--- config.mk ---
export PLATFORM = sky130hd
export DESIGN_NAME = srpc_core
export DESIGN_NICKNAME = d
export VERILOG_FILES = /design/src/verilog/srpc_pkg.sv /design/src/verilog/srpc_core.sv
export VERILOG_INCLUDE_DIRS = /design/src /design/src/verilog
export SDC_FILE = /design/constraint.sdc
export NUM_CORES = 1
export LEC_CHECK = 0
export BUFFER_PORTS_ARGS = -buffer_cell sky130_fd_sc_hd__buf_2
export CAP_MARGIN = 5
export CORE_AREA = 2 2 151 183
export DETAILED_ROUTE_END_ITERATION = 8
export DIE_AREA = 0 0 153 185
export SYNTH_ARGS = -nofsm -noshare
export SYNTH_HDL_FRONTEND = slang
export SYNTH_SLANG_ARGS = --single-unit
--- constraint.sdc ---
create_clock -name mclk -period 15.9 [get_ports mclk]
set_clock_uncertainty 0.2 [all_clocks]
set_input_delay 2.385 -clock mclk [delete_from_list [all_inputs] [get_ports mclk]]
set_output_delay 2.385 -clock mclk [all_outputs]
set_load 0.02 [all_outputs]
--- src/verilog/srpc_params.svh ---
`ifndef SRPC_PARAMS_SVH
`define SRPC_PARAMS_SVH

// Register offsets inside the clock address space.
`define SRPC_ADDR_STATUS 6'h30
`define SRPC_ADDR_CLKCTL 6'h31
`define SRPC_ADDR_IRQCTL 6'h32

// Clock setup register fields.
`define SRPC_CC_RUN 7
`define SRPC_CC_LINE 6
`define SRPC_CC_OSC_HI 5
`define SRPC_CC_OSC_LO 4
`define SRPC_CC_50HZ 3
`define SRPC_CC_SQ_HI 2
`define SRPC_CC_SQ_LO 0

// Interrupt setup register fields.
`define SRPC_IC_WD 7
`define SRPC_IC_PD 6
`define SRPC_IC_PS 5
`define SRPC_IC_AL 4
`define SRPC_IC_RATE_HI 3
`define SRPC_IC_RATE_LO 0

// Reset values.
`define SRPC_CTL_RST 8'h00
`define SRPC_POR_WAIT_RST 2'h3

// Pin positions inside the synchroniser vector.
`define SRPC_PIN_CS 0
`define SRPC_PIN_SCK 1
`define SRPC_PIN_MOSI 2
`define SRPC_PIN_XTAL 3
`define SRPC_PIN_LINE 4
`define SRPC_PIN_SYSTEM_VOLTAGE_SENSE 5
`define SRPC_PIN_FAIL 6
`define SRPC_PIN_TEST 7

// Crystal edges per 64 Hz tick, as a power of two.
`define SRPC_SH_4M 5'h10
`define SRPC_SH_2M 5'h0F
`define SRPC_SH_1M 5'h0E
`define SRPC_SH_32K 5'h09

// Line cycles per second.
`define SRPC_LINE_50 6'h32
`define SRPC_LINE_60 6'h3C

// Watchdog: reset time of 15.6 ms min, one 64 Hz tick is 15625 us.
`define SRPC_TICK64_US 15625
`define SRPC_WD_MIN_US 15600
`define SRPC_WD_TICKS (2'((`SRPC_WD_MIN_US + `SRPC_TICK64_US - 1) / `SRPC_TICK64_US) + 2'h1)

`endif

--- src/verilog/srpc_pkg.sv ---
package srpc_pkg;

	typedef enum logic [1:0] {
		SRPC_IDLE = 2'b00,
		SRPC_ADDR = 2'b01,
		SRPC_WRITE = 2'b10,
		SRPC_READ = 2'b11
	} srpc_spi_t;

	typedef struct packed {
		logic [7:0] sync1;
		logic [7:0] sync2;
		logic [7:0] prev;
		logic [1:0] por_wait;
		logic batt_mode;
		logic [7:0] clk_ctl;
		logic [7:0] irq_ctl;
		logic wd_flt;
		logic cold;
		logic ps_flg;
		logic al_flg;
		logic pe_flg;
		logic irq_pend;
		logic ps_armed;
		logic [21:0] xdiv;
		logic [5:0] chain;
		logic [5:0] linecnt;
		logic [1:0] wd_cnt;
		logic wd_hrst;
		logic sck_seen;
		logic sq;
		logic supply_en;
		logic hrst_oe;
		logic irq_oe;
		logic sec_tick;
		srpc_spi_t spi;
		logic cpol;
		logic [2:0] bitcnt;
		logic [7:0] shreg;
		logic [5:0] addr;
		logic rd_load;
		logic miso;
		logic miso_oe;
		logic [13:0] pend;
		logic pend_v;
		logic [13:0] ent0;
		logic [13:0] ent1;
		logic [1:0] cnt;
		logic wr_valid;
	} srpc_state_t;

endpackage

--- src/verilog/srpc_core.sv ---
`timescale 1ns/10ps
`default_nettype none
`include "srpc_params.svh"

module srpc_core
	import srpc_pkg::*;
(
	input wire logic mclk, // 40 MHz system clock.
	input wire logic rst_n, // Power-on reset, synchronous, active low.
	input wire logic chip_select_in, // Serial chip select pin, active high.
	input wire logic sck_in, // Serial clock pin, either idle polarity.
	input wire logic mosi_in, // Serial data in pin.
	output logic miso_out, // Serial data out value.
	output logic miso_oe, // Serial data out enable, high while driving.
	input wire logic xtal_in, // Crystal or external clock level.
	input wire logic line_in, // Line frequency level.
	input wire logic system_voltage_sense, // System supply above battery level.
	input wire logic power_fail_in, // Line threshold detector reports lost AC.
	input wire logic test_mode_in, // Test mode indication.
	input wire logic alarm_match_in, // One-cycle pulse: time equals alarm.
	input wire logic minute_tick_in, // One-cycle pulse from minute counter.
	input wire logic hour_tick_in, // One-cycle pulse from hour counter.
	input wire logic day_tick_in, // One-cycle pulse from day counter.
	output logic second_tick_out, // One-cycle one-second update pulse.
	output logic square_wave_out, // Square-wave clock output.
	output logic supply_enable_out, // Power supply enable.
	output logic host_reset_out, // Host reset open-drain value, always low.
	output logic host_reset_oe, // Host reset pulled low while high.
	output logic irq_out, // Interrupt open-drain value, always low.
	output logic irq_oe, // Interrupt pulled low while high.
	output logic battery_mode_out, // Latched battery-backup mode.
	output logic [5:0] ext_rd_addr, // Address of external read.
	input wire logic [7:0] ext_rd_data, // External read data, same cycle.
	output logic ext_wr_valid, // Write buffer head valid.
	output logic [5:0] ext_wr_addr, // Write buffer head address.
	output logic [7:0] ext_wr_data, // Write buffer head data.
	input wire logic ext_wr_ready // Downstream takes the head.
);

	localparam srpc_state_t SRPC_RESET = '{
		por_wait: `SRPC_POR_WAIT_RST,
		cold: 1'b1,
		clk_ctl: `SRPC_CTL_RST,
		irq_ctl: `SRPC_CTL_RST,
		spi: SRPC_IDLE,
		default: '0
	};

	srpc_state_t state_reg;
	srpc_state_t state_next;

	// Crystal edges per 64 Hz tick for the selected oscillator.
	function automatic logic [4:0] osc_shift(input logic [1:0] sel);
		case (sel)
			2'h0: osc_shift = `SRPC_SH_4M;
			2'h1: osc_shift = `SRPC_SH_2M;
			2'h2: osc_shift = `SRPC_SH_1M;
			default: osc_shift = `SRPC_SH_32K;
		endcase
	endfunction

	// True when the low bits of a counter are all zero.
	function automatic logic low_zero(input logic [21:0] v, input logic [4:0] bits);
		low_zero = (v & ((22'h1 << bits) - 22'h1)) == 22'h0;
	endfunction

	// Burst address step, wrapping inside RAM or clock space.
	function automatic logic [5:0] next_addr(input logic [5:0] a);
		next_addr = {a[5], 5'(a[4:0] + 5'h01)};
	endfunction

	////////////////////////////////////////////////////////////////////////////////

	// Whole next-state computation.
	always_comb begin
		logic pd;
		logic line_base;
		logic [4:0] sh;
		logic xr;
		logic lr;
		logic tick64;
		logic x1hz;
		logic l1hz;
		logic l2hz;
		logic [5:0] lmax;
		logic per_tick;
		logic [3:0] rate;
		logic cs_rise;
		logic cs_fall;
		logic sck_chg;
		logic lead;
		logic trail;
		logic [7:0] byte_in;
		logic [7:0] status;
		logic st_clr;
		logic pd_write;
		logic ps_ev;
		logic al_ev;
		logic pe_ev;
		logic pop;
		logic [13:0] e0;
		logic [13:0] e1;
		logic [1:0] c;
		pd = state_reg.irq_ctl[`SRPC_IC_PD];
		line_base = state_reg.clk_ctl[`SRPC_CC_LINE];
		sh = osc_shift(state_reg.clk_ctl[`SRPC_CC_OSC_HI:`SRPC_CC_OSC_LO]);
		xr = 1'b0;
		lr = 1'b0;
		tick64 = 1'b0;
		x1hz = 1'b0;
		l1hz = 1'b0;
		l2hz = 1'b0;
		lmax = `SRPC_LINE_60;
		per_tick = 1'b0;
		rate = state_reg.irq_ctl[`SRPC_IC_RATE_HI:`SRPC_IC_RATE_LO];
		cs_rise = 1'b0;
		cs_fall = 1'b0;
		sck_chg = 1'b0;
		lead = 1'b0;
		trail = 1'b0;
		byte_in = 8'h00;
		st_clr = 1'b0;
		pd_write = 1'b0;
		pop = 1'b0;
		e0 = state_reg.ent0;
		e1 = state_reg.ent1;
		c = state_reg.cnt;
		state_next = state_reg;

		// Every pin passes two flip-flops; only the second stage and the history are read.
		state_next.sync1 = {test_mode_in, power_fail_in, system_voltage_sense, line_in,
			xtal_in, mosi_in, sck_in, chip_select_in};
		state_next.sync2 = state_reg.sync1;
		state_next.prev = state_reg.sync2;

		// Crystal prescaler runs always; the 64 Hz to 1 Hz chain stops when run is low.
		xr = state_reg.sync2[`SRPC_PIN_XTAL] & ~state_reg.prev[`SRPC_PIN_XTAL];
		if (xr) begin
			state_next.xdiv = state_reg.xdiv + 22'h1;
		end
		tick64 = xr && low_zero(state_next.xdiv, sh);
		if (!state_reg.clk_ctl[`SRPC_CC_RUN]) begin
			state_next.chain = 6'h00;
		end else if (tick64) begin
			state_next.chain = state_reg.chain + 6'h01;
		end
		x1hz = tick64 && state_reg.clk_ctl[`SRPC_CC_RUN] && state_next.chain == 6'h00;

		// Line prescaler; power sense disconnects its input.
		lr = state_reg.sync2[`SRPC_PIN_LINE] & ~state_reg.prev[`SRPC_PIN_LINE]
			& ~state_reg.irq_ctl[`SRPC_IC_PS];
		lmax = state_reg.clk_ctl[`SRPC_CC_50HZ] ? `SRPC_LINE_50 : `SRPC_LINE_60;
		if (!state_reg.clk_ctl[`SRPC_CC_RUN]) begin
			state_next.linecnt = 6'h00;
		end else if (lr) begin
			state_next.linecnt = (state_reg.linecnt == lmax - 6'h01) ? 6'h00 :
				state_reg.linecnt + 6'h01;
		end
		l1hz = lr && state_reg.clk_ctl[`SRPC_CC_RUN] && state_next.linecnt == 6'h00;
		l2hz = l1hz || (lr && state_reg.clk_ctl[`SRPC_CC_RUN]
			&& state_next.linecnt == {1'b0, lmax[5:1]});
		state_next.sec_tick = line_base ? l1hz : x1hz;

		// Periodic source; crystal-only rates stay silent on the line base.
		case (rate)
			4'h0: per_tick = 1'b0;
			4'h1, 4'h2, 4'h3, 4'h4, 4'h5: per_tick = !line_base
				&& xr && low_zero(state_next.xdiv, 5'(sh + {1'b0, rate} - 5'h06));
			4'h6: per_tick = line_base ? lr : tick64;
			4'h7, 4'h8, 4'h9, 4'hA: per_tick = !line_base
				&& tick64 && low_zero({16'h0000, state_next.chain}, 5'({1'b0, rate} - 5'h06));
			4'hB: per_tick = line_base ? l2hz : (tick64 && state_next.chain[4:0] == 5'h00);
			4'hC: per_tick = line_base ? l1hz : x1hz;
			4'hD: per_tick = minute_tick_in;
			4'hE: per_tick = hour_tick_in;
			default: per_tick = day_tick_in;
		endcase

		// Status byte as software sees it.
		status = {1'b0, state_reg.wd_flt, state_reg.sync2[`SRPC_PIN_TEST], state_reg.cold,
			state_reg.ps_flg | state_reg.al_flg | state_reg.pe_flg,
			state_reg.ps_flg, state_reg.al_flg, state_reg.pe_flg};

		////////////////////////////////////////////////////////////////////////////////

		// Serial slave; deselect or power-down holds it in reset with the output floating.
		cs_rise = state_reg.sync2[`SRPC_PIN_CS] & ~state_reg.prev[`SRPC_PIN_CS];
		cs_fall = ~state_reg.sync2[`SRPC_PIN_CS] & state_reg.prev[`SRPC_PIN_CS];
		sck_chg = state_reg.sync2[`SRPC_PIN_SCK] ^ state_reg.prev[`SRPC_PIN_SCK];
		lead = sck_chg && state_reg.prev[`SRPC_PIN_SCK] == state_reg.cpol;
		trail = sck_chg && state_reg.prev[`SRPC_PIN_SCK] != state_reg.cpol;
		byte_in = {state_reg.shreg[6:0], state_reg.sync2[`SRPC_PIN_MOSI]};
		if (!state_reg.sync2[`SRPC_PIN_CS] || pd) begin
			state_next.spi = SRPC_IDLE;
			state_next.miso_oe = 1'b0;
			state_next.rd_load = 1'b0;
			state_next.bitcnt = 3'h0;
		end else if (cs_rise) begin
			// Idle clock level is sampled as select goes true.
			state_next.spi = SRPC_ADDR;
			state_next.cpol = state_reg.sync2[`SRPC_PIN_SCK];
			state_next.bitcnt = 3'h0;
			state_next.sck_seen = 1'b0;
			state_next.miso_oe = 1'b0;
		end else begin
			if (sck_chg) begin
				state_next.sck_seen = 1'b1;
			end
			// A read byte is fetched one cycle after its address is known.
			if (state_reg.rd_load) begin
				state_next.rd_load = 1'b0;
				state_next.miso_oe = 1'b1;
				if (state_reg.addr == `SRPC_ADDR_STATUS) begin
					state_next.shreg = status;
					st_clr = 1'b1;
				end else if (state_reg.addr == `SRPC_ADDR_CLKCTL) begin
					state_next.shreg = state_reg.clk_ctl;
				end else if (state_reg.addr == `SRPC_ADDR_IRQCTL) begin
					state_next.shreg = state_reg.irq_ctl;
				end else begin
					state_next.shreg = ext_rd_data;
				end
			end else if (lead && state_reg.spi == SRPC_READ) begin
				state_next.miso = state_reg.shreg[7];
				state_next.shreg = {state_reg.shreg[6:0], 1'b0};
			end
			if (trail) begin
				state_next.bitcnt = state_reg.bitcnt + 3'h1;
				case (state_reg.spi)
					SRPC_ADDR: begin
						state_next.shreg = byte_in;
						if (state_reg.bitcnt == 3'h7) begin
							state_next.addr = {byte_in[5], byte_in[4:0]};
							state_next.spi = byte_in[7] ? SRPC_WRITE : SRPC_READ;
							state_next.rd_load = ~byte_in[7];
						end
					end
					SRPC_WRITE: begin
						state_next.shreg = byte_in;
						if (state_reg.bitcnt == 3'h7) begin
							state_next.addr = next_addr(state_reg.addr);
							if (state_reg.addr == `SRPC_ADDR_CLKCTL) begin
								state_next.clk_ctl = byte_in;
							end else if (state_reg.addr == `SRPC_ADDR_IRQCTL) begin
								state_next.irq_ctl = byte_in;
								pd_write = byte_in[`SRPC_IC_PD];
								// Sense rearms only on a zero-to-one write.
								if (!byte_in[`SRPC_IC_PS]) begin
									state_next.ps_armed = 1'b0;
								end else if (!state_reg.irq_ctl[`SRPC_IC_PS]) begin
									state_next.ps_armed = 1'b1;
								end
							end else if (state_reg.addr != `SRPC_ADDR_STATUS) begin
								state_next.pend = {state_reg.addr, byte_in};
								state_next.pend_v = 1'b1;
							end
						end
					end
					SRPC_READ: begin
						if (state_reg.bitcnt == 3'h7) begin
							state_next.addr = next_addr(state_reg.addr);
							state_next.rd_load = 1'b1;
						end
					end
					default: begin
					end
				endcase
			end
		end

		////////////////////////////////////////////////////////////////////////////////

		// Two-entry write buffer: pop the head first, then accept the held byte if room.
		// A byte held while both entries are full waits; the next byte overwrites it only
		// if the drain stalls for a whole serial byte time.
		pop = ext_wr_ready && state_reg.cnt != 2'h0;
		if (pop) begin
			e0 = state_reg.ent1;
			c = state_reg.cnt - 2'h1;
		end
		if (state_next.pend_v && c != 2'h2) begin
			if (c == 2'h0) begin
				e0 = state_next.pend;
			end else begin
				e1 = state_next.pend;
			end
			c = c + 2'h1;
			state_next.pend_v = 1'b0;
		end
		state_next.ent0 = e0;
		state_next.ent1 = e1;
		state_next.cnt = c;
		state_next.wr_valid = c != 2'h0;

		// Status read clears first so an event in the same cycle still sets its flag.
		if (st_clr) begin
			state_next.wd_flt = 1'b0;
			state_next.cold = 1'b0;
			state_next.al_flg = 1'b0;
			state_next.pe_flg = 1'b0;
			state_next.irq_pend = 1'b0;
		end
		if (pd_write) begin
			state_next.supply_en = 1'b0;
		end

		// Interrupt sources.
		pe_ev = per_tick && rate != 4'h0;
		al_ev = alarm_match_in && state_reg.irq_ctl[`SRPC_IC_AL];
		ps_ev = state_reg.sync2[`SRPC_PIN_FAIL] && !state_reg.prev[`SRPC_PIN_FAIL]
			&& state_reg.irq_ctl[`SRPC_IC_PS] && state_reg.ps_armed;
		if (pe_ev) begin
			state_next.pe_flg = 1'b1;
		end
		if (al_ev) begin
			state_next.al_flg = 1'b1;
		end
		if (ps_ev) begin
			state_next.ps_flg = 1'b1;
			state_next.ps_armed = 1'b0;
		end
		if (pe_ev || al_ev || ps_ev) begin
			state_next.irq_pend = 1'b1;
			state_next.irq_ctl[`SRPC_IC_PD] = 1'b0;
			state_next.supply_en = 1'b1;
		end

		// Supply recovery ends power-down in either supply mode.
		if (state_reg.sync2[`SRPC_PIN_SYSTEM_VOLTAGE_SENSE] && !state_reg.prev[`SRPC_PIN_SYSTEM_VOLTAGE_SENSE]) begin
			state_next.supply_en = 1'b1;
			state_next.irq_ctl[`SRPC_IC_PD] = 1'b0;
		end

		// The supply level is caught once the synchronisers hold a real sample.
		if (state_reg.por_wait != 2'h0) begin
			state_next.por_wait = state_reg.por_wait - 2'h1;
			if (state_reg.por_wait == 2'h1) begin
				state_next.batt_mode = ~state_reg.sync2[`SRPC_PIN_SYSTEM_VOLTAGE_SENSE];
				state_next.supply_en = state_reg.sync2[`SRPC_PIN_SYSTEM_VOLTAGE_SENSE];
			end
		end

		// Watchdog counts 64 Hz ticks; a select toggle with no clock edge services it.
		if (tick64 && state_reg.wd_hrst) begin
			state_next.wd_hrst = 1'b0;
		end
		if (!state_reg.irq_ctl[`SRPC_IC_WD]) begin
			state_next.wd_cnt = 2'h0;
		end else if (cs_fall && !state_reg.sck_seen) begin
			state_next.wd_cnt = 2'h0;
		end else if (tick64) begin
			if (state_reg.wd_cnt + 2'h1 == `SRPC_WD_TICKS) begin
				state_next.wd_cnt = 2'h0;
				state_next.wd_flt = 1'b1;
				state_next.wd_hrst = 1'b1;
			end else begin
				state_next.wd_cnt = state_reg.wd_cnt + 2'h1;
			end
		end

		// Pin drivers follow the final power-down state.
		state_next.hrst_oe = state_next.irq_ctl[`SRPC_IC_PD] | state_next.wd_hrst;
		state_next.irq_oe = state_next.irq_pend;
		case (state_reg.clk_ctl[`SRPC_CC_SQ_HI:`SRPC_CC_SQ_LO])
			3'h0: state_next.sq = state_reg.sync2[`SRPC_PIN_XTAL];
			3'h1: state_next.sq = state_reg.xdiv[0];
			3'h2: state_next.sq = state_reg.xdiv[1];
			3'h3: state_next.sq = state_reg.xdiv[2];
			3'h4: state_next.sq = 1'b0;
			3'h5: state_next.sq = state_reg.chain[5];
			3'h6: state_next.sq = state_reg.chain[4];
			default: state_next.sq = line_base ? state_reg.sync2[`SRPC_PIN_LINE] :
				state_reg.xdiv[5'(sh - 5'h01)];
		endcase
		if (state_next.irq_ctl[`SRPC_IC_PD]) begin
			state_next.sq = 1'b0;
		end
	end

	// Power-on reset loads constants only; everything else is registered here.
	always_ff @(posedge mclk) begin
		if (!rst_n) begin
			state_reg <= SRPC_RESET;
		end else begin
			state_reg <= state_next;
		end
	end

	////////////////////////////////////////////////////////////////////////////////

	// Outputs come straight from the state register.
	assign miso_out = state_reg.miso;
	assign miso_oe = state_reg.miso_oe;
	assign second_tick_out = state_reg.sec_tick;
	assign square_wave_out = state_reg.sq;
	assign supply_enable_out = state_reg.supply_en;
	assign host_reset_out = state_reg.sck_seen & 1'b0;
	assign host_reset_oe = state_reg.hrst_oe;
	assign irq_out = state_reg.irq_pend & 1'b0;
	assign irq_oe = state_reg.irq_oe;
	assign battery_mode_out = state_reg.batt_mode;
	assign ext_rd_addr = state_reg.addr;
	assign ext_wr_valid = state_reg.wr_valid;
	assign ext_wr_addr = state_reg.ent0[13:8];
	assign ext_wr_data = state_reg.ent0[7:0];

endmodule

`default_nettype wire

# Word-level counts from Yosys, hierarchy flattened
# Index checks and enable logic that the tools add are counted.
# totals
ff_bits,160
latch_bits,0
ramBits,0
rom_bits,0
inputBits,23
out_inout_bits,31
n_memories,0
# op_classes
addsub,17
multipliers,0
div,0
magnitude_cmp,1
eq_ne,41
n_shift,3
mux,92
bitwise_logic,28
reduce_logical,77
# op_table
operator,n
two-way mux 15 bit,9
logical NOT 22 bit,3
"left shift 1 x 5 -> 22 bit, first input constant",3
"subtractor 22 x 1 -> 22 bit, second input constant",3
two-way mux 7 bit,8
two-way mux 8 bit,6
two-way mux 1 bit,46
AND 22 bit,2
two-way mux 14 bit,3
two-way mux 6 bit,6
"equality test 4 bit, second input constant",7
logical AND 1 bit,24
"adder 22 x 1 -> 22 bit, second input constant",1
AND 6 x 22 -> 22 bit,1
two-way mux 22 bit,1
AND reduction 7 bit,3
nonzero test 2 bit,10
"equality test 6 bit, second input constant",3
case mux 6 bit (3 select lines),1
"equality test 4 x 3 -> 1 bit, second input constant",4
inverter 1 bit,16
case mux 5 bit (3 select lines),1
"adder 6 x 1 -> 6 bit, second input constant",2
"equality test 3 bit, second input constant",4
other kinds (52),92

# Longest topological paths before layout
# Gate-level depths: netlist of the first run.
# logic_depth
word_depth,20
mapped_depth,22
mapped_depth_nobuf,20

# Worst setup path before layout of the first run
# No wires, ideal clock.
# synth_timing
kind,register to register
startpoint,register state_reg[131] (netlist bit)
endpoint,"register state_reg, in the netlist host_reset_oe"
arrival_ns,4.746
required_ns,15.584
slack_ns,10.838
path_stages_with_launch,22
n_path_buf,1
synth_period_minus_slack_ns,5.062
cell_sequence,dfxtp_1 -> inv_1 -> ha_1 -> clkbuf_1 -> inv_1 -> ha_1 -> inv_1 -> ha_1 -> fa_1 -> or2_2 -> nor2_1 -> nand3_1 -> ha_1 -> nor2b_1 -> nor3_1 -> o2111ai_1 -> a2111o_1 -> nor4_1 -> nand4_1 -> nor4_1 -> o31ai_2 -> a31o_1
# synth_between
elab_chain_len,19
# synth_rtl
element,line,source
start: declaration,srpc_core.sv:49,srpc_state_t state_reg;
start signal: assignment,srpc_core.sv:385,state_reg <= state_next;
"equality test 2 bit, or another cell as far along",srpc_core.sv:54,case (sel)
case mux 5 bit (3 select lines) *,srpc_core.sv:54,
branches (longest 16 deep; another with subtractor 22 x 1 -> 22 bit),n/a,
OR 1 bit *,srpc_core.sv:362,state_next.hrst_oe = state_next.irq_ctl[`SRPC_IC_PD] | state_next.wd_hrst;
# Mark *: on every way between the ends.
# A chain may end at the register's enable or synchronous reset.

# Worst setup path in the final report of the first run
# layout_timing
startpoint,register state_reg[131] (netlist bit)
endpoint,"register state_reg, in the netlist irq_oe"
# layout_between
elab_chain_len,17
# layout_rtl
element,line,source
"equality test 2 bit, or another cell as far along",srpc_core.sv:54,
case mux 5 bit (3 select lines) *,srpc_core.sv:54,
branches (longest 10 deep; another with subtractor 22 x 1 -> 22 bit),n/a,
case mux 1 bit (8 select lines) *,srpc_core.sv:165,case (rate)
logical AND 1 bit *,srpc_core.sv:308,pe_ev = per_tick && rate != 4'h0;
logical OR 1 bit * (2 in series),srpc_core.sv:322,if (pe_ev || al_ev || ps_ev) begin
two-way mux 1 bit or nonzero test 2 bit (tied branches),n/a,
# Marked as above.

==> results of run 1 <==
-- worst max-delay path: cells and delay by family (launching register included) --
kind / cells / cell delay (ps)
and+or+nand+nor: 7 / 1650
AOI/OAI and AO/OA: 5 / 1300
DFF: 1 / 430
buffers and inverters: 3 / 270
adders and majority gates: 5 / 2110
-- power by group --
group | leakage, nW | switching (mW) | internal [mW]
clock | 0.296 | 0.180 | 0.244
sequential | 1.29 | 0.00370 | 0.404
combinational | 2.26 | 0.0246 | 0.0167
-- final cells by class --
class                      instances  share of cell area, %
tap                              340                   4.24
sequential                       159                   31.7
inverter                          34                   1.27
clock buffer                      19                   4.51
timing repair buffer              58                   3.07
clock inverter                    12                   1.50
multi-input combinational        815                   53.7
-- path summary, 6_finish.rpt --
kind	start	end	slack (ps)	cells past startpoint
setup / recovery	state_reg[131]	irq_oe	9770	20
setup reg to reg	state_reg[131]	irq_oe	9770	20
hold / removal	state_next[150]	state_next[142]	230	1
hold reg to reg	state_next[150]	state_next[142]	230	1
-- per-layer routing --
metal	part of all wire, %	wire [um]	global-route usage (%)
met1	45	10900	21.2
met2	47	11400	28.2
met3	4.5	1080	3.07
met4	3.2	770	7.37
met5	0	0	0
-- cells in the final DEF, fill, tap and decap left out, drive strengths merged, types with 6 or more instances in the layout --
master and n:
a211oi 42, ha 36, nand4 17, xnor2 30
o22ai 10, or2 8, dfxtp 159, inv 39
mux2i 45, and2 32, nor4 13, nand3b 6
nand2b 16, nor2 164, a31oi 7, a21o 6
a22oi 10, a21oi 49, xor2 21, nand4b 6
o211ai 11, o21ai 33, mux2 15, buf 58
clkbuf 19, o31ai 12, nand3 23, nor3 23
nand2 78, and3 7, o22a 6, nor2b 10
-- kinds of logic (layout without fill, tap and decap cells) --
logic type	Yosys count	after routing	synth area share, %
flip-flops	159	159	34.7
buffers and inverters	124	123	6.65
multiplexers	61	61	7.03
XOR/XNOR	51	51	4.87
AO/OA/AOI/OAI	242	242	18.8
adder cells (fa/ha/maj)	37	37	5.12
AND/OR/NAND/NOR	421	421	22.8
other	2	3	0.0818
-- per-stage QoR --
stage | setup WS (ps) | power, mW | hold WS, ps | cells | area, um^2
floorplan | 10840 | 0.447 | 212 | 1098 | 9190
global placement | 10000 | 0.459 | 215 | 1406 | 9440
detailed placement | 9840 | 0.459 | 219 | 1406 | 9440
CTS | 9830 | 0.884 | 236 | 1437 | 10000
global route | 9320 | 0.904 | 247 | 1437 | 10000
finish | 9770 | 0.873 | 234 | 1437 | 10000
==> impl_results.md, run 1 <==
- Status: finished clean
- Routed Antenna Nets: 0
- Root Driver: clkbuf_16
- Final setup viols: 0
- Hold Vio Cnt, Final: 0
- Half-perimeter wire length after placement: around 17 mm
- FFs w/ async S/R, synth: 0%
- Wire length of the first global-routing pass: ~39 mm
- Resize count post-CTS: 0
- Fin crit share: 38.5%
- H-tree depth: 4
- Initial antenna violation count: 0
- Synth Cell Area: 9180 um^2
- Final Max Slew Viols: 0
- Initial Util: roughly 34%
- Share of cells above drive strength 1: between 10% and 20%
- Vias per cell: between 5 and 6
- Global placement routability congestion: 0.925
- Crit path required time: 15,960 ps
- Layout Utilization: 37.6%
- Cell Pwr Density: 87.0 nW/um^2
- Starting DRT DRC Count: 584
- Crit-path cells: inv_1 > ha_1 > inv_1 > ha_1 > inv_1 > ha_1 > fa_1 > or2_2 > nor2_1 > nand3_1 > ha_1 > nor2_1 > nand2_1 > o32a_1 > o21ai_0 > a311oi_1 > nor2_1 > nor4_1 > o31ai_2 > a31oi_1
- Area leader, netlist: dfxtp_1
- Unrepaired setup endpoints after global routing: no
- Count leader, synth: nor2_1
- Arrival time worst endpoint: 6190 ps
- Clock Latency Late Sink: between 400 and 500 ps
- Synth top cells by count: 163 x nor2_1, 159 x dfxtp_1, 78 x nand2_1, 50 x clkbuf_1, 48 x a21oi_1
- Max reg flops: 114
- Worst-path clk slew: 70 ps
- Antenna Cells: 0
- Top Ports: 54
- CORE AREA: 26,700 um^2
- Sequential area share after synthesis: 34.7%
- Longest Clk Path Bufs: 2
- Worst slew pin tran: 1120 ps
- CTS buffer count: 17
- Total gr overflow: 0
- Post-synthesis area per instance: approximately 8.4 um^2
- Reg area: 3180 um^2
- Filler cell count: roughly 2.8k
- Layout Nets: 1,145
- Minimum clock period: roughly 6000 ps
- Post-synth EDFFs: 0
- Slew HR: 25.1%
- Clock Sinks: between 150 and 200
- Main synth FF type: dfxtp_1
- VDD IR max: between 60 and 70 uV
- Slowest stage cell, crit path: fa_1
- Height of the die: 185 um
- Via count: around 8k
- Worst min path class: flop to flop
- Die width: 153 um
- Hold-fix buffer count after cts: 0
- Max stage delay on crit path: between 700 and 800 ps
- Crit Path Category: flop to flop
- CP Max Fanout: 16
- Full die area: 28,300 um^2
- Syn Inst Count: between 1k and 1.5k
- Static Leak: 3.84 nW
- WL per Instance: about 17 um
- TritonCTS clock tree: yes
- Number of max-cap violations: 0
- Post-synthesis register bit count: 159
- Final WL: between 20 and 25 mm
- Std cell rows: between 60 and 70
- First-pass DRT Iterations: 7
- Worst Setup Start Kind: flop
- Ranking of synthesized cells by area: dfxtp_1 35%, nor2_1 6.7%, ha_1 4.9%, mux2i_1 4.9%, a211oi_1 3.4%
- Peak Freq: 0.163 GHz
- Worst setup EP type: flop
- Layout area overhead: 9.34%
- Area of the multi-input gates: 5390 um^2
- Yosys cell types: 88
- Total negative slack: 0 ps
- Share of the synthesized area in the top cell type: 34.7%
- Buffers on Ports: 51
- Crit-path most repeated cell: ha_1
- DRC Markers: 0
- Post-CTS Setup Inserts: 0
- Total GRT Usage: around 17%
- Largest net degree at the start of global routing: 102
- Vias in the first global route: 7,334
- Ys Warns: 0
Power figures use the tool's default switching activity.
==> run 2, diff against run 1 <==
Clock period 15.9 ns to 5.95 ns, I/O delays scaled along.
==> impl_results.md, run 2 (same netlist as run 1, synthesis figures left out) <==
- Status: finished clean
- First-pass DRT Iterations: 5
- Hold-fix buffer count after cts: 0
- Clock Sinks: 159
- VDD IR max: 204 uV
- Worst setup EP type: flop
- Final Max Slew Viols: 0
- WL per Instance: 16.6 um
- Clock Latency Late Sink: 440 ps
- Slowest stage cell, crit path: ha_1
- Antenna Cells: 0
- Final setup viols: 0
- Final Instance Area: 10,100 um^2
- DR WL met2: 11.1 mm
- Via count: 7,868
- CTS buffer count: 17
- Internal power: 1.70 mW
- Full die area: 28,300 um^2
- Worst-path clk slew: 70 ps
- Peak Freq: ~0.18 GHz
- Total GRT Usage: 16.9%
- Initial Util: 34.4%
- Total gr overflow: 0
- Final WL: ~24 mm
- Crit path buffers/inverters: 4
- Post-CTS Setup Inserts: 0
- Starting DRT DRC Count: approximately 530
- Clock power share: 47.2%
- Root Driver: clkbuf_16
- Max reg flops: between 100 and 150
- Switching part of the total power: 25.4%
- Buffers on Ports: about 50
- Commonest non-fill, non-tap cell in the layout: nor2_1
- Height of the die: approximately 190 um
- CP Max Fanout: 11
- Crit path required time: 6080 ps
- Die width: 153 um
- Delay-heaviest family, CP: simple AND/OR/NAND/NOR gates
- Commonest cells after routing, fill and taps aside: 162 x nor2_1, 159 x dfxtp_1, 78 x nand2_1, 51 x buf_2, 48 x a21oi_1
- Share of cells above drive strength 1: 12.1%
- Worst Setup Start Kind: flop
- Half-perimeter wire length after placement: 17.1 mm
- Psw: 578 uW
- Largest net degree at the start of global routing: 87
- Total negative slack: 0 ps
- Cell Pwr Density: approximately 230 nW/um^2
- Hold slack: between 200 and 250 ps
- Vias in the first global route: 7,364
- Number of max-cap violations: 0
- Slew HR: between 20 and 30%
- CORE AREA: 26,700 um^2
- Worst slew pin tran: between 1000 and 1500 ps
- M1 WL: 11.0 mm
- Finished Layout Cells: roughly 1.4k
- Met3 routed WL: about 900 um
- Highest metal used: met4
- TritonCTS clock tree: yes
- Arrival time worst endpoint: approximately 5800 ps
- H-tree depth: 4
- Static Leak: between 3 and 4 nW
- Unrepaired setup endpoints after global routing: no
- Initial antenna violation count: 0
- Layout Nets: 1,148
- Hold Vio Cnt, Final: 0
- Worst min path class: flop to flop
- Vias per cell: 5.46
- Longest Clk Path Bufs: 2
- Crit-path most repeated cell: ha_1
- Resize count post-CTS: 0
- Routed Antenna Nets: 0
- Placed cell area: 9470 um^2
- Layout area overhead: 9.59%
- Comb pwr share: 5.0%
- # placed instances: 1,409
- Max stage delay on crit path: 490 ps
- Crit-path cells: inv_1 > ha_1 > inv_1 > ha_1 > inv_1 > ha_1 > fa_1 > or2_2 > nor2_2 > nand3_1 > ha_1 > nor2b_1 > nor3_1 > o2111ai_1 > a2111o_1 > nor4_1 > nand4_1 > nor4_2 > buf_4 > o31ai_4 > a31o_1
- Crit Path Category: flop to flop
- Wire length of the first global-routing pass: 38.8 mm
- Top Ports: between 50 and 60
- DRC Markers: 0
- Minimum clock period: 5660 ps
- Std cell rows: 66
- Global placement routability congestion: 0.919
- Seq pwr share: ~48%
- Fin crit share: 95.2%
## run 2: routing by layer
layer | vias to the layer above | global-route usage [%]
met5 | - | 0
met4 | 0 | 8.81
met3 | 56 | 2.92
met2 | 196 | 27.5
met1 | 3729 | 21.6
li1 | 3887 | -
## run 2: final cells by class
class                      instances  area, um^2
timing repair buffer              61         343
clock inverter                    13         121
sequential                       159        3180
fill                            2703       16600
clock buffer                      19         453
multi-input combinational        815        5410
tap                              340         425
inverter                          34         128
## run 2: final timing paths
check | start | to | slack [ps] | depth (start not counted)
max reg2reg | state_reg[131] | host_reset_oe | 290 | 21
max | state_reg[131] | host_reset_oe | 290 | 21
min reg2reg | state_next[148] | state_next[140] | 230 | 1
min | state_next[148] | state_next[140] | 230 | 1
## run 2: through the flow
step	util, %	worst slack (ps)	total power [mW]
finish	37.7	287	2.28
CTS	37.7	95.4	2.30
floorplan	-	888	1.20
global placement	35.5	215	1.23
global route	37.7	76.0	2.36
detailed placement	35.5	95.8	1.23
## run 2: power groups by stage
stage,Combinational (mW),Clock (mW),Sequential [mW]
3_3_place_gp,0.113,0,1.11
6_report,0.113,1.07,1.09
2_1_floorplan,0.0790,0,1.12
5_1_grt,0.127,1.14,1.09
4_1_cts,0.115,1.10,1.09
3_5_place_dp,0.114,0,1.11
==> run 3, diff against run 2 <==
Settings changed: PLACE_DENSITY_LB_ADDON set to 0.3.
==> impl_results.md, run 3 (same netlist as run 1, synthesis figures left out) <==
- Layout Utilization: 37.6%
- Max reg flops: 114
- Initial antenna violation count: 0
- Fin crit share: 92.4%
- Hold slack: 237 ps
- Antenna Cells: 0
- CORE AREA: 26,700 um^2
- Hold Vio Cnt, Final: 0
- Hold path startpoint: state_next[152]
- Status: finished clean
- Largest net degree at the start of global routing: slightly below 60
- # placed instances: 1,409
- Final Max Slew Viols: 0
- Vias per cell: 5.45
- Clock Latency Late Sink: 440 ps
- Via count: about 7.9k
- Die width: 153 um
- Buffers on Ports: a little over 50
- R2r endpoint: irq_oe
- Post-placement setup slack: 452 ps
- Share of cells above drive strength 1: a little under an eighth
- Final WL: 24.4 mm
- Top Ports: between 50 and 60
- Worst setup EP type: flop
- Crit Path Category: flop to flop
- Static Leak: 3.85 nW
- Worst Setup Start Kind: flop
- Routed Antenna Nets: 0
- Setup ws final: 454 ps
- Unrepaired setup endpoints after global routing: no
- Minimum clock period: around 5500 ps
- Hold EP: state_next[144]
- WL per Instance: 16.9 um
- Reg-to-reg slack, setup: 450 ps
- Cell Pwr Density: between 200 and 250 nW/um^2
- Initial Util: 34.4%
- Total gr overflow: 0
- Commonest non-fill, non-tap cell in the layout: nor2_1
- Worst-path clk slew: 70 ps
- Wire length of the first global-routing pass: 39.3 mm
- Starting DRT DRC Count: 457
- Clock Sinks: 159
- Crit path required time: between 6000 and 7000 ps
- Layout Nets: 1,149
- VDD IR max: 162 uV
- Worst R2R Path Depth: 21
- Total GRT Usage: about 17%
- Peak Freq: around 0.18 GHz
- CTS buffer count: 17
- Half-perimeter wire length after placement: between 15 and 20 mm
- Vias in the first global route: 7,411
- Arrival time worst endpoint: 5590 ps
- CP Max Fanout: 14
- Height of the die: 185 um
- Final setup viols: 0
- Reg2reg start: state_reg[131]
- H-tree depth: 4
- Worst hold path cell count: 1
- Slew HR: 30.6%
- TritonCTS clock tree: yes
- Worst min path class: flop to flop
- Std cell rows: 66
- Layout area overhead: 9.38%
- Number of max-cap violations: 0
- Finished Layout Cells: 1,442
- Longest Clk Path Bufs: 2
- Root Driver: clkbuf_16
- DRC Markers: 0
- Worst slew pin tran: 1010 ps
- First-pass DRT Iterations: 5
- Commonest cells after routing, fill and taps aside: 163 x nor2_1, 159 x dfxtp_1, 78 x nand2_1, 51 x buf_2, 48 x a21oi_1
- Global placement routability congestion: 0.919
- Total negative slack: 0 ps
- Full die area: 28,300 um^2
-- run 3: routing by layer --
layer	up-vias	part of all wire (%)	GRT usage, %
met1	3714	45	21.5
met3	56	3.7	3.02
met2	196	48	29.1
met5	-	0	0
li1	3892	-	-
met4	0	3.2	7.78
-- run 3: worst max-delay path by stage --
| stage | from | end | slack [ps] | depth (start not counted) |
|---|---|---|---|---|
| floorplan | state_reg[131] | host_reset_oe | 890 | 21 |
| global placement | state_reg[131] | state_reg[125] | 510 | 20 |
| detailed placement | state_reg[131] | irq_oe | 450 | 20 |
| CTS | state_reg[131] | irq_oe | 360 | 20 |
| global route | state_reg[131] | irq_oe | 90 | 21 |
| finish | state_reg[131] | irq_oe | 450 | 21 |
-- run 3: power by group --
| group | switching [mW] | internal [mW] |
|---|---|---|
| Combinational | 0.0666 | 0.0450 |
| Clock | 0.477 | 0.599 |
| Sequential | 0.00987 | 1.08 |
-- run 3: cell type report --
type                            count  area (um^2)
Fill cell                        2739        16600
Multi-Input combinational cell    815         5400
Sequential cell                   159         3180
Clock buffer                       20          447
Tap cell                          340          425
Timing Repair Buffer               62          338
Inverter                           34          129
Clock inverter                     12          123
-- run 3: stage by stage --
| stage | area, um^2 | power (mW) |
|---|---|---|
| floorplan | 9190 | 1.20 |
| global placement | 9460 | 1.23 |
| global route | 10000 | 2.37 |
| CTS | 10000 | 2.31 |
| finish | 10000 | 2.28 |
| detailed placement | 9460 | 1.23 |
-- run 3: worst max-delay path: stages, from the launching register on --
cell,delay (ps)
dfxtp_1,440
inv_1,120
ha_1,500
inv_1,110
ha_1,280
inv_1,40
ha_1,220
fa_1,460
or2_2,380
nor2_1,250
nand3_1,120
ha_1,400
nor2_1,300
nand2_1,110
o32a_1,300
o21ai_0,270
a32oi_1,150
nand4_1,150
nor4_2,80
o31ai_2,230
buf_4,180
a31oi_1,80
-- run 3: timing repair --
item,4_1_cts,5_1_grt
hold endpoints to repair,0,0
hold buffers,0,0
setup endpoints to repair,0,6
resized for setup,0,1
buffers inserted,0,1
